===== config.mk =====
export PLATFORM = sky130hd
export DESIGN_NAME = efdl_logger
export DESIGN_NICKNAME = d
export VERILOG_FILES = /design/src/common/efdl_pkg.sv /design/src/hdl/efdl_logger.sv
export VERILOG_INCLUDE_DIRS = /design/src /design/src/common
export SDC_FILE = /design/constraint.sdc
export NUM_CORES = 2
export LEC_CHECK = 0
export BUFFER_PORTS_ARGS = -buffer_cell sky130_fd_sc_hd__buf_2
export CAP_MARGIN = 20
export CELL_PAD_IN_SITES_DETAIL_PLACEMENT = 0
export CELL_PAD_IN_SITES_GLOBAL_PLACEMENT = 2
export CORE_MARGIN = 5
export CORE_UTILIZATION = 50
export CTS_CLUSTER_SIZE = 30
export DETAILED_ROUTE_END_ITERATION = 12
export GPL_TIMING_DRIVEN = 0
export PLACE_DENSITY = 0.8
export REMOVE_ABC_BUFFERS = 1
export SYNTH_ARGS = -nofsm -noshare
export SYNTH_HDL_FRONTEND = slang
export SYNTH_SLANG_ARGS = --single-unit

===== constraint.sdc =====
create_clock -name CLOCK -period 70.1 [get_ports CLOCK]
set_input_delay 3.505 -clock CLOCK [delete_from_list [all_inputs] [get_ports CLOCK]]
set_output_delay 3.505 -clock CLOCK [all_outputs]
set_load 0.005 [all_outputs]

===== src/common/efdl_cfg.svh =====
// constants for the engine flight data logger: offsets, fields, reset values, timing
`ifndef EFDL_CFG_SVH
`define EFDL_CFG_SVH
// register byte offsets
`define EFDL_CTRL_OFF       12'h000
`define EFDL_IVAL_OFF       12'h004
`define EFDL_ACID_OFF       12'h008
`define EFDL_TIME_OFF       12'h00C
`define EFDL_STAT_OFF       12'h010
`define EFDL_WPTR_OFF       12'h014
`define EFDL_DUMP_OFF       12'h018
`define EFDL_RDAT_OFF       12'h01C
`define EFDL_SENS_OFF       12'h020
`define EFDL_SCAN_OFF       12'h024
`define EFDL_FUEL_OFF       12'h028
`define EFDL_CALC_OFF       12'h02C
// control fields
`define EFDL_CTRL_ACCUM     0
`define EFDL_CTRL_CDT_INST  1
`define EFDL_CTRL_NAV_OK    2
`define EFDL_CTRL_REFUEL    3
`define EFDL_CTRL_BIT       4
// reset values, limits and timing
`define EFDL_IVAL_RST       9'h006
`define EFDL_IVAL_MIN       9'h002
`define EFDL_IVAL_MAX       9'h1F4
`define EFDL_ACID_RST       32'h0000_1234
`define EFDL_EGT_START      12'h1F4
`define EFDL_CLK_HZ         40000000
`define EFDL_SEC_NS         1000000000
`define EFDL_CLK_NS         25
`define EFDL_SEC_CYC        (`EFDL_SEC_NS / `EFDL_CLK_NS)
`define EFDL_MEM_DEPTH      64
`define EFDL_ITEM_CNT       21
`endif


===== src/common/efdl_pkg.sv =====
// types for the engine flight data logger
package efdl_pkg;
  typedef enum logic [3:0] {
    EFDL_IDLE  = 4'b0001,
    EFDL_MENU  = 4'b0010,
    EFDL_XFER  = 4'b0100,
    EFDL_DONE  = 4'b1000
  } efdl_dump_t;
  typedef enum logic [1:0] {
    EFDL_SW_TEMP = 2'h0,
    EFDL_SW_ALL  = 2'h1,
    EFDL_SW_FUEL = 2'h2
  } efdl_sw_t;
  typedef enum logic [1:0] {
    EFDL_OPT_NEW  = 2'h0,
    EFDL_OPT_ALL  = 2'h1,
    EFDL_OPT_EXIT = 2'h2
  } efdl_opt_t;
endpackage


===== src/hdl/efdl_logger.sv =====
// engine flight data logger with record memory, download control and scan filter
`timescale 1ns/100ps
`include "efdl_cfg.svh"
// Notes on behaviour
// RQ1: store one packed record of displayed values every interval, six seconds by default
// RQ2: interval programmable from 2 to 500 seconds at any time
// RQ3: interval change in flight closes the flight and opens a new one
// RQ4: recording starts only when exhaust temperature exceeds 500 F
// RQ5: full memory wraps, oldest record overwritten
// RQ6: each record carries the settable real-time clock value; the record keeps only rtc[11:0]
// RQ7: aircraft identifier programmable, reset to serial number, sent with downloads
// RQ8: downloading never erases stored records
// RQ9: drive insertion offers new, all, or exit
// RQ10: download starts on insertion only when no alarm pending
// RQ11: select button cycles options, step button executes
// RQ12: progress percent shown during download, then done, then normal
// RQ13: built-in test shows date, time, memory filled percent and identifier; the status percent counts records since the last download (fill_new)
// RQ14: speed and pressure item shown one second in every switch position
// RQ15: carburetor item skipped when compressor outlet sensor fitted
// RQ16: waypoint fuel items shown only with valid navigation and waypoint
// RQ17: exhaust spread is hottest minus coldest, marking widest deviating cylinder
// RQ18: endurance is fuel left over burn rate as hours and minutes
// RQ19: fuel used counts since refuel or as trip total
// RQ20: switch limits scan to temperature, fuel or both items
// RQ21: alarms shown whatever the switch position
// RQ22: seconds counter from clock tick reloaded from interval after each record
module efdl_logger
(
  input  wire logic             CLOCK,
  input  wire logic             SYS_RST,
  input  wire logic [11:0]      PADDR,
  input  wire logic             PSEL,
  input  wire logic             PENABLE,
  input  wire logic             PWRITE,
  input  wire logic [31:0]      PWDATA,
  output logic      [31:0]      PRDATA,
  output logic                  PREADY,
  output logic                  PSLVERR,
  input  wire logic [11:0]      EGT_HOT,
  input  wire logic [11:0]      EGT_COLD,
  input  wire logic [2:0]       HOT_CYL,
  input  wire logic [2:0]       COLD_CYL,
  input  wire logic [11:0]      EGT_AVG,
  input  wire logic             DRIVE_PRESENT,
  input  wire logic             SELECT_BUTTON,
  input  wire logic             STEP_BUTTON,
  input  wire logic             ALARM_PENDING,
  input  wire logic [1:0]       SELECT_SWITCH,
  input  wire logic             DRIVE_READY,
  output logic                  DRIVE_VALID,
  output logic      [31:0]      DRIVE_DATA,
  output logic      [1:0]       DUMP_CHOICE,
  output logic      [6:0]       DUMP_PERCENT,
  output logic                  DUMP_DONE,
  output logic      [4:0]       SCAN_ITEM,
  output logic                  SCAN_ALARM,
  output logic      [11:0]      SPREAD_VALUE,
  output logic      [2:0]       SPREAD_CYL
);
  import efdl_pkg::*;

  localparam int SEC_CYC = `EFDL_SEC_CYC;

  // ************************************************************
  // pin synchronisers
  // ************************************************************
  logic [2:0] s_drv, s_sel, s_stp, s_alm;
  logic [1:0] sw_a, sw_b, sw_c;
  logic       drv, sel, stp, alm, drv_q, sel_q, stp_q;
  logic [1:0] sw;
  always_ff @(posedge CLOCK or posedge SYS_RST)
    if (SYS_RST)
    begin
      s_drv <= 3'h0; s_sel <= 3'h0; s_stp <= 3'h0; s_alm <= 3'h0;
      sw_a <= 2'h0; sw_b <= 2'h0; sw_c <= 2'h0;
      drv <= 1'b0; sel <= 1'b0; stp <= 1'b0; alm <= 1'b0; sw <= 2'h0;
    end
    else
    begin
      s_drv <= {s_drv[1:0], DRIVE_PRESENT};
      s_sel <= {s_sel[1:0], SELECT_BUTTON};
      s_stp <= {s_stp[1:0], STEP_BUTTON};
      s_alm <= {s_alm[1:0], ALARM_PENDING};
      sw_a <= SELECT_SWITCH; sw_b <= sw_a; sw_c <= sw_b;
      if (s_drv[1] == s_drv[2]) drv <= s_drv[2];
      if (s_sel[1] == s_sel[2]) sel <= s_sel[2];
      if (s_stp[1] == s_stp[2]) stp <= s_stp[2];
      if (s_alm[1] == s_alm[2]) alm <= s_alm[2];
      if (sw_b == sw_c) sw <= sw_c;
    end
  always_ff @(posedge CLOCK or posedge SYS_RST)
    if (SYS_RST)
    begin
      drv_q <= 1'b0; sel_q <= 1'b0; stp_q <= 1'b0;
    end
    else
    begin
      drv_q <= drv; sel_q <= sel; stp_q <= stp;
    end
  wire drv_in  = drv & ~drv_q;
  wire sel_tap = sel & ~sel_q;
  wire stp_tap = stp & ~stp_q;

  // ************************************************************
  // registers and bus
  // ************************************************************
  logic [8:0]  ival;
  logic [31:0] acid, rtc, fuel_left, burn, fuel_used, rd_idx;
  logic [3:0]  ctrl;
  logic        bit_mode, refuel_pulse, ival_chg;
  wire acc     = PSEL & PENABLE;
  wire wr      = acc & PWRITE;
  wire sec_tick;
  always_ff @(posedge CLOCK or posedge SYS_RST)
    if (SYS_RST)
    begin
      ival <= `EFDL_IVAL_RST; acid <= `EFDL_ACID_RST; ctrl <= 4'h0;
      bit_mode <= 1'b0; refuel_pulse <= 1'b0; ival_chg <= 1'b0;
      fuel_left <= 32'h0; burn <= 32'h0; rd_idx <= 32'h0;
    end
    else
    begin
      refuel_pulse <= 1'b0;
      ival_chg <= 1'b0;
      if (wr && PADDR == `EFDL_CTRL_OFF)
      begin
        ctrl <= PWDATA[3:0];
        refuel_pulse <= PWDATA[`EFDL_CTRL_REFUEL];
        bit_mode <= PWDATA[`EFDL_CTRL_BIT];
      end
      else if (wr && PADDR == `EFDL_IVAL_OFF)
      begin
        if (PWDATA[8:0] >= `EFDL_IVAL_MIN && PWDATA[8:0] <= `EFDL_IVAL_MAX
            && PWDATA[31:9] == 23'h0)
        begin
          ival <= PWDATA[8:0]; // RQ2
          ival_chg <= (PWDATA[8:0] != ival); // RQ3
        end
      end
      else if (wr && PADDR == `EFDL_ACID_OFF)
        acid <= PWDATA; // RQ7
      else if (wr && PADDR == `EFDL_FUEL_OFF)
        fuel_left <= PWDATA;
      else if (wr && PADDR == `EFDL_CALC_OFF)
        burn <= PWDATA;
      else if (wr && PADDR == `EFDL_DUMP_OFF)
        rd_idx <= PWDATA;
    end

  // real-time clock, settable, counts seconds
  logic [25:0] presc;
  always_ff @(posedge CLOCK or posedge SYS_RST)
    if (SYS_RST) presc <= 26'h0;
    else if (presc == 26'(SEC_CYC - 1)) presc <= 26'h0;
    else presc <= presc + 26'h1;
  assign sec_tick = (presc == 26'(SEC_CYC - 1));
  always_ff @(posedge CLOCK or posedge SYS_RST)
    if (SYS_RST) rtc <= 32'h0;
    else if (wr && PADDR == `EFDL_TIME_OFF) rtc <= PWDATA; // RQ6
    else if (sec_tick) rtc <= rtc + 32'h1;

  // ************************************************************
  // recording
  // ************************************************************
  logic [31:0] mem [`EFDL_MEM_DEPTH];
  logic [5:0]  wptr, new_base;
  logic [6:0]  fill_all, fill_new;
  logic [8:0]  sec_cnt;
  logic        flying;
  logic [7:0]  flight;
  always_ff @(posedge CLOCK or posedge SYS_RST)
    if (SYS_RST)
    begin
      flying <= 1'b0; sec_cnt <= `EFDL_IVAL_RST; flight <= 8'h0;
    end
    else
    begin
      if (!flying && EGT_AVG > `EFDL_EGT_START)
      begin
        flying <= 1'b1; // RQ4
        flight <= flight + 8'h1;
        sec_cnt <= ival;
      end
      else if (flying && ival_chg)
      begin
        flight <= flight + 8'h1; // RQ3
        sec_cnt <= ival;
      end
      else if (flying && sec_tick)
        sec_cnt <= (sec_cnt <= 9'h1) ? ival : sec_cnt - 9'h1; // RQ22
    end
  wire rec_now = flying && sec_tick && sec_cnt <= 9'h1 && !ival_chg; // RQ1
  always_ff @(posedge CLOCK or posedge SYS_RST)
    if (SYS_RST)
    begin
      wptr <= 6'h0; fill_all <= 7'h0;
    end
    else if (rec_now)
    begin
      wptr <= wptr + 6'h1; // RQ5
      if (fill_all != 7'(`EFDL_MEM_DEPTH)) fill_all <= fill_all + 7'h1;
    end
  always_ff @(posedge CLOCK)
    if (rec_now)
      mem[wptr] <= {flight, rtc[11:0], EGT_AVG}; // RQ1 RQ6

  // ************************************************************
  // scan filter and derived items
  // ************************************************************
  logic [4:0] item;
  logic [`EFDL_ITEM_CNT-1:0] t_ok, f_ok, show;
  // items 0..6 temperature, 7 speed/pressure, 8..14 fuel, 15..20 temperature
  genvar gi;
  for (gi = 0; gi < `EFDL_ITEM_CNT; gi++)
  begin : g_item
    assign t_ok[gi] = (gi < 7) || (gi == 7) || (gi >= 15);
    assign f_ok[gi] = (gi >= 7 && gi <= 14);
    assign show[gi] = ((sw == EFDL_SW_ALL) ||
                       (sw == EFDL_SW_TEMP && t_ok[gi]) ||
                       (sw == EFDL_SW_FUEL && f_ok[gi])) && // RQ20 RQ14
                      !(gi == 5 && ctrl[`EFDL_CTRL_CDT_INST]) && // RQ15
                      !((gi == 9 || gi == 10) && !ctrl[`EFDL_CTRL_NAV_OK]); // RQ16
  end
  wire [4:0] item_nx = (item == 5'(`EFDL_ITEM_CNT - 1)) ? 5'h0 : item + 5'h1;
  always_ff @(posedge CLOCK or posedge SYS_RST)
    if (SYS_RST) item <= 5'h0;
    else if (sec_tick) item <= item_nx; // RQ14
    else if (!show[item]) item <= item_nx;
  always_ff @(posedge CLOCK or posedge SYS_RST)
    if (SYS_RST)
    begin
      SCAN_ITEM <= 5'h0; SCAN_ALARM <= 1'b0;
      SPREAD_VALUE <= 12'h0; SPREAD_CYL <= 3'h0;
    end
    else
    begin
      if (show[item]) SCAN_ITEM <= item;
      SCAN_ALARM <= alm; // RQ21
      SPREAD_VALUE <= EGT_HOT - EGT_COLD; // RQ17
      SPREAD_CYL <= ((EGT_HOT - EGT_AVG) >= (EGT_AVG - EGT_COLD)) ? HOT_CYL : COLD_CYL; // RQ17
    end

  // endurance in minutes, computed serially, and fuel used
  logic [31:0] num, endur;
  logic [5:0]  dstep;
  always_ff @(posedge CLOCK or posedge SYS_RST)
    if (SYS_RST)
    begin
      num <= 32'h0; endur <= 32'h0; dstep <= 6'h0;
    end
    else if (dstep == 6'h0)
    begin
      num <= fuel_left * 32'd60; dstep <= 6'h1; endur <= 32'h0;
    end
    else if (burn != 32'h0 && num >= burn)
      begin num <= num - burn; endur <= endur + 32'h1; end // RQ18
    else
      dstep <= 6'h0;
  logic [31:0] endur_hm;
  always_ff @(posedge CLOCK or posedge SYS_RST)
    if (SYS_RST) endur_hm <= 32'h0;
    else if (dstep == 6'h0 && burn != 32'h0)
      endur_hm <= {16'(endur / 32'd60), 16'(endur % 32'd60)}; // RQ18
  always_ff @(posedge CLOCK or posedge SYS_RST)
    if (SYS_RST) fuel_used <= 32'h0;
    else if (refuel_pulse && !ctrl[`EFDL_CTRL_ACCUM]) fuel_used <= 32'h0; // RQ19
    else if (sec_tick) fuel_used <= fuel_used + burn;

  // ************************************************************
  // download
  // ************************************************************
  efdl_dump_t st;
  efdl_opt_t  opt;
  logic [6:0] left, total;
  logic [5:0] rptr;
  logic       id_sent;
  assign fill_new = (7'(wptr) - 7'(new_base)) & 7'h3F;
  always_ff @(posedge CLOCK or posedge SYS_RST)
    if (SYS_RST)
    begin
      st <= EFDL_IDLE; opt <= EFDL_OPT_NEW; left <= 7'h0; total <= 7'h0;
      rptr <= 6'h0; new_base <= 6'h0; id_sent <= 1'b0;
      DRIVE_VALID <= 1'b0; DRIVE_DATA <= 32'h0; DUMP_DONE <= 1'b0;
    end
    else
    begin
      case (st)
        EFDL_IDLE:
          if (drv_in && !alm) // RQ10
          begin
            st <= EFDL_MENU; opt <= EFDL_OPT_NEW; // RQ9
          end
        EFDL_MENU:
          if (!drv) st <= EFDL_IDLE;
          else if (sel_tap) // RQ11
            opt <= (opt == EFDL_OPT_EXIT) ? EFDL_OPT_NEW : efdl_opt_t'(opt + 2'h1);
          else if (stp_tap)
          begin
            if (opt == EFDL_OPT_EXIT) st <= EFDL_IDLE;
            else
            begin
              st <= EFDL_XFER; id_sent <= 1'b0;
              left  <= (opt == EFDL_OPT_ALL) ? fill_all : fill_new;
              total <= (opt == EFDL_OPT_ALL) ? fill_all : fill_new;
              rptr  <= (opt == EFDL_OPT_ALL) ? wptr - fill_all[5:0] : new_base;
            end
          end
        EFDL_XFER:
          if (!drv) begin st <= EFDL_IDLE; DRIVE_VALID <= 1'b0; end
          else if (DRIVE_VALID && !DRIVE_READY) ;
          else if (!id_sent)
          begin
            DRIVE_VALID <= 1'b1; DRIVE_DATA <= acid; id_sent <= 1'b1; // RQ7
          end
          else if (left != 7'h0)
          begin
            DRIVE_VALID <= 1'b1; DRIVE_DATA <= mem[rptr]; // RQ8
            rptr <= rptr + 6'h1; left <= left - 7'h1;
          end
          else
          begin
            DRIVE_VALID <= 1'b0; new_base <= wptr; st <= EFDL_DONE; DUMP_DONE <= 1'b1;
          end
        EFDL_DONE:
          if (sec_tick) begin st <= EFDL_IDLE; DUMP_DONE <= 1'b0; end // RQ12
        default:
          st <= EFDL_IDLE;
      endcase
    end
  always_ff @(posedge CLOCK or posedge SYS_RST)
    if (SYS_RST) begin DUMP_CHOICE <= 2'h0; DUMP_PERCENT <= 7'h0; end
    else
    begin
      DUMP_CHOICE <= opt;
      DUMP_PERCENT <= (total == 7'h0) ? 7'd100 :
                      7'(((14'(total - left)) * 14'd100) / 14'(total)); // RQ12
    end

  // ************************************************************
  // bus read path
  // ************************************************************
  always_ff @(posedge CLOCK or posedge SYS_RST)
    if (SYS_RST)
    begin
      PRDATA <= 32'h0; PREADY <= 1'b0; PSLVERR <= 1'b0;
    end
    else
    begin
      PREADY <= PSEL & ~PENABLE;
      PSLVERR <= 1'b0;
      if (PSEL && !PENABLE)
      begin
        if (PADDR == `EFDL_CTRL_OFF) PRDATA <= {27'h0, bit_mode, ctrl};
        else if (PADDR == `EFDL_IVAL_OFF) PRDATA <= {23'h0, ival};
        else if (PADDR == `EFDL_ACID_OFF) PRDATA <= acid;
        else if (PADDR == `EFDL_TIME_OFF) PRDATA <= rtc;
        else if (PADDR == `EFDL_STAT_OFF) // RQ13
          PRDATA <= {flight, 1'b0, 7'((14'(fill_new) * 14'd100) >> 6), 8'h0, 4'h0, st};
        else if (PADDR == `EFDL_WPTR_OFF) PRDATA <= {26'h0, wptr};
        else if (PADDR == `EFDL_DUMP_OFF) PRDATA <= rd_idx;
        else if (PADDR == `EFDL_RDAT_OFF) PRDATA <= mem[rd_idx[5:0]];
        else if (PADDR == `EFDL_SENS_OFF) PRDATA <= {17'h0, SPREAD_CYL, SPREAD_VALUE};
        else if (PADDR == `EFDL_SCAN_OFF) PRDATA <= {27'h0, SCAN_ITEM};
        else if (PADDR == `EFDL_FUEL_OFF) PRDATA <= fuel_used;
        else if (PADDR == `EFDL_CALC_OFF) PRDATA <= endur_hm;
        else
        begin
          PRDATA <= 32'h0; PSLVERR <= 1'b1;
        end
      end
    end
endmodule // efdl_logger


==> flow_summary.ini <==
[place]
numPlacedInstances = 11600
hpwl_microns = 283000
io_buffers = 195
gp_congestion = 0.842

[route]
ant_nets = 0
drc_errors = 0
routed_via_density = 6.76
post_drt_wl_per_cell_microns = 34.1
drt_iter0_markers = 11000
route.vias.total = 81900
wirelength_microns = 414000
first_pass_iters = 6

[logic_synthesis]
synth_ff_type = edfxtp_1
syn-instance-count = 8124
netlist.area_leader.share_pct = 46.5
synth_seq_cells = 2571
syn_area_per_cell_sq_um = 16.3
ys_seq_area_share_pct = 56.4
synth_cell_types = 129
netlist_area_sq_um = 132000
synth-edff-count = 2048
synthTopCellsByArea = edfxtp_1 (46%), mux4_2 (23%), dfrtp_1 (9.7%)
synthArstFlopShare_pct = 20.3
synth_area_leader_cell = edfxtp_1
yosysWarnings = 0

[worst_setup_path]
slowest_delay_ps = 840
cp_max_fo = 15
required_ps = 70780
crit_start = total[0]$_DFFE_PP0P_
start_kind = register
critPathMostFrequentCell = o21a_1
r2r-start = total[0]$_DFFE_PP0P_
end_kind = register
cpMaxStageDelayCell = nor3b_2
worstPathArrival_ps = 33800
critPathKind = register to register

[clock_network]
hold_buffers = 0
tritoncts = done
clk_latency_ps = 890
postCtsSetupBuffers = 0
cts.path.max_buffers = 4
clkTransAtPathRegs_ps = 60
root_buffer = clkbuf_16
cts_buffers = 288
htree_num_levels = 5
clkSinkCount = 2571
cts_repair_resize_count = 0

[global_routing]
grt_use_met3_pct = 6.95
grt_busiest_layer = met2
gr-total-overflow = 0
grt_pass1_vias = 81500
antenna_found_initial = 28
met2_usage_pct = 45.6
grt_pass1_wl_microns = 592000
grt.total_usage_pct = 29.9
grtUsageMet1_pct = 42.7
grt_max_degree = 116

[cells_and_area]
final_core_util_pct = 57.7
final_cell_count_no_fill = 12100
fin_nets = 8861
most-common-layout-cells = edfxtp_1 (2048), mux4_2 (1344), dfrtp_1 (479)
drive_gt1_share_pct = 30.0
syn_to_final_growth_pct = 14.6
multiInputGateArea_sq_um = 55400
register_area_sq_um = 74700
mostFrequentLayoutCell = edfxtp_1
fill_cells = 19900

[sta]
period_share_pct = 47.3
fmax_ghz = 0.0302
setup_viol = 0
worst_hold_slack_ps = 343
hold_viol_final = 0
finalCriticalPeriod_ps = 33120
worstMarginPinSlew_ps = 1160
rsz0062_at_grt = no
maxSlewViolCount = 0
finalSetupTns_ps = 0
maxSlewHeadroom_pct = 22.1
fin_worst_skew_ps = 96.9

[status]
status = completed

[floorplanning]
num_rows = 188
die_w_microns = 524
die_h_microns = 524
core_sq_um = 263000
die_area_sq_um = 275000
initial_core_util_pct = 50.3
num_io_pins = 196

[hold_path]
min_path_type = register to register
hp-start = s_drv[0]$_DFF_PP0_

[flow_run]
drv_cap = 0
==> layer usage <==
metal,vias to the layer above,wire [microns]
met4,8,18000
met3,931,47100
met1,42700,160000
li1,33500,-
met2,4823,189000
met5,-,52
==> metrics by stage <==
stage	cell area, sq um	worst slack, ps
2_1_floorplan	130000	41280
3_3_place_gp	136000	36320
3_5_place_dp	142000	36830
4_1_cts	151000	36690
5_1_grt	152000	34010
6_report	152000	36980
==> state kept, by name (all words and copies together) (netlist names), 8 cells and up <==
signal,flops
mem,2048
DRIVE_DATA,32
PRDATA,32
acid,32
burn,32
endur,32
endur_hm,32
fuel_used,32
num,32
rd_idx,32
rtc,32
fuel_left,30
presc,26
SPREAD_VALUE,12
ival,9
sec_cnt,9
flight,8
==> critical path, delay by kind of cell, from the launching register on <==
family | cells | cell delay, ps
and+or+nand+nor | 29 | 7120
muxes | 5 | 1690
buffers and inverters | 4 | 750
AOI/OAI and AO/OA | 72 | 15050
xor gates and xnor gates | 4 | 1040
DFF | 1 | 500
adders and majority gates | 20 | 6710
==> synthesized netlist by cell type, drive strengths merged, types with 13 or more instances <==
cell type	number
a211oi	32
a21o	52
a21oi	322
a221o	18
a221oi	21
a22o	22
a22oi	43
a31oi	40
and2	62
and3	36
buf	127
clkbuf	359
dfrtp	513
edfxtp	2048
fa	70
ha	293
inv	274
mux2	143
mux2i	63
mux4	1344
nand2	423
nand2b	56
nand3	97
nand4	44
nor2	351
nor2b	34
nor3	102
nor4	32
o211a	13
o211ai	18
o21a	67
o21ai	336
o21bai	63
o221ai	17
o22ai	15
o31ai	28
or2	23
or3	32
xnor2	215
xor2	76
==> path summary, 6_finish.rpt <==
check	slack (ps)	depth (start not counted)	end
max in group asynchronous	65660	5	acid[12]$_DFFE_PP1P_
max reg2reg	36980	134	DUMP_PERCENT[0]$_DFF_PP0_
min reg2reg	340	0	s_drv[1]$_DFF_PP0_
min in group asynchronous	2730	2	s_drv[1]$_DFF_PP0_
min	340	0	s_drv[1]$_DFF_PP0_
max	36980	134	DUMP_PERCENT[0]$_DFF_PP0_
==> area by class of cell <==
| type | instances | area share [%] |
|---|---|---|
| clock inverters | 135 | 0.833 |
| flip-flops and latches | 2571 | 49.2 |
| well taps | 3515 | 2.90 |
| inverters | 278 | 0.693 |
| repair buffers | 472 | 4.66 |
| multi-input cells | 4789 | 36.5 |
| diodes | 4 | 0.00660 |
| clock buffers | 364 | 5.11 |
==> kinds of logic after synthesis <==
family          after synthesis  synth area share (%)
xor+xnor                    291                  1.94
buf+inv                     764                  2.21
compound gates             1229                  6.11
mux                        1550                  24.6
simple gates               1347                  4.86
fa+ha+maj                   372                  3.90
flops                      2571                  56.4
Power is not shown: default switching activity piles up to over one toggle a cycle in this logic, so the estimate is an artifact.
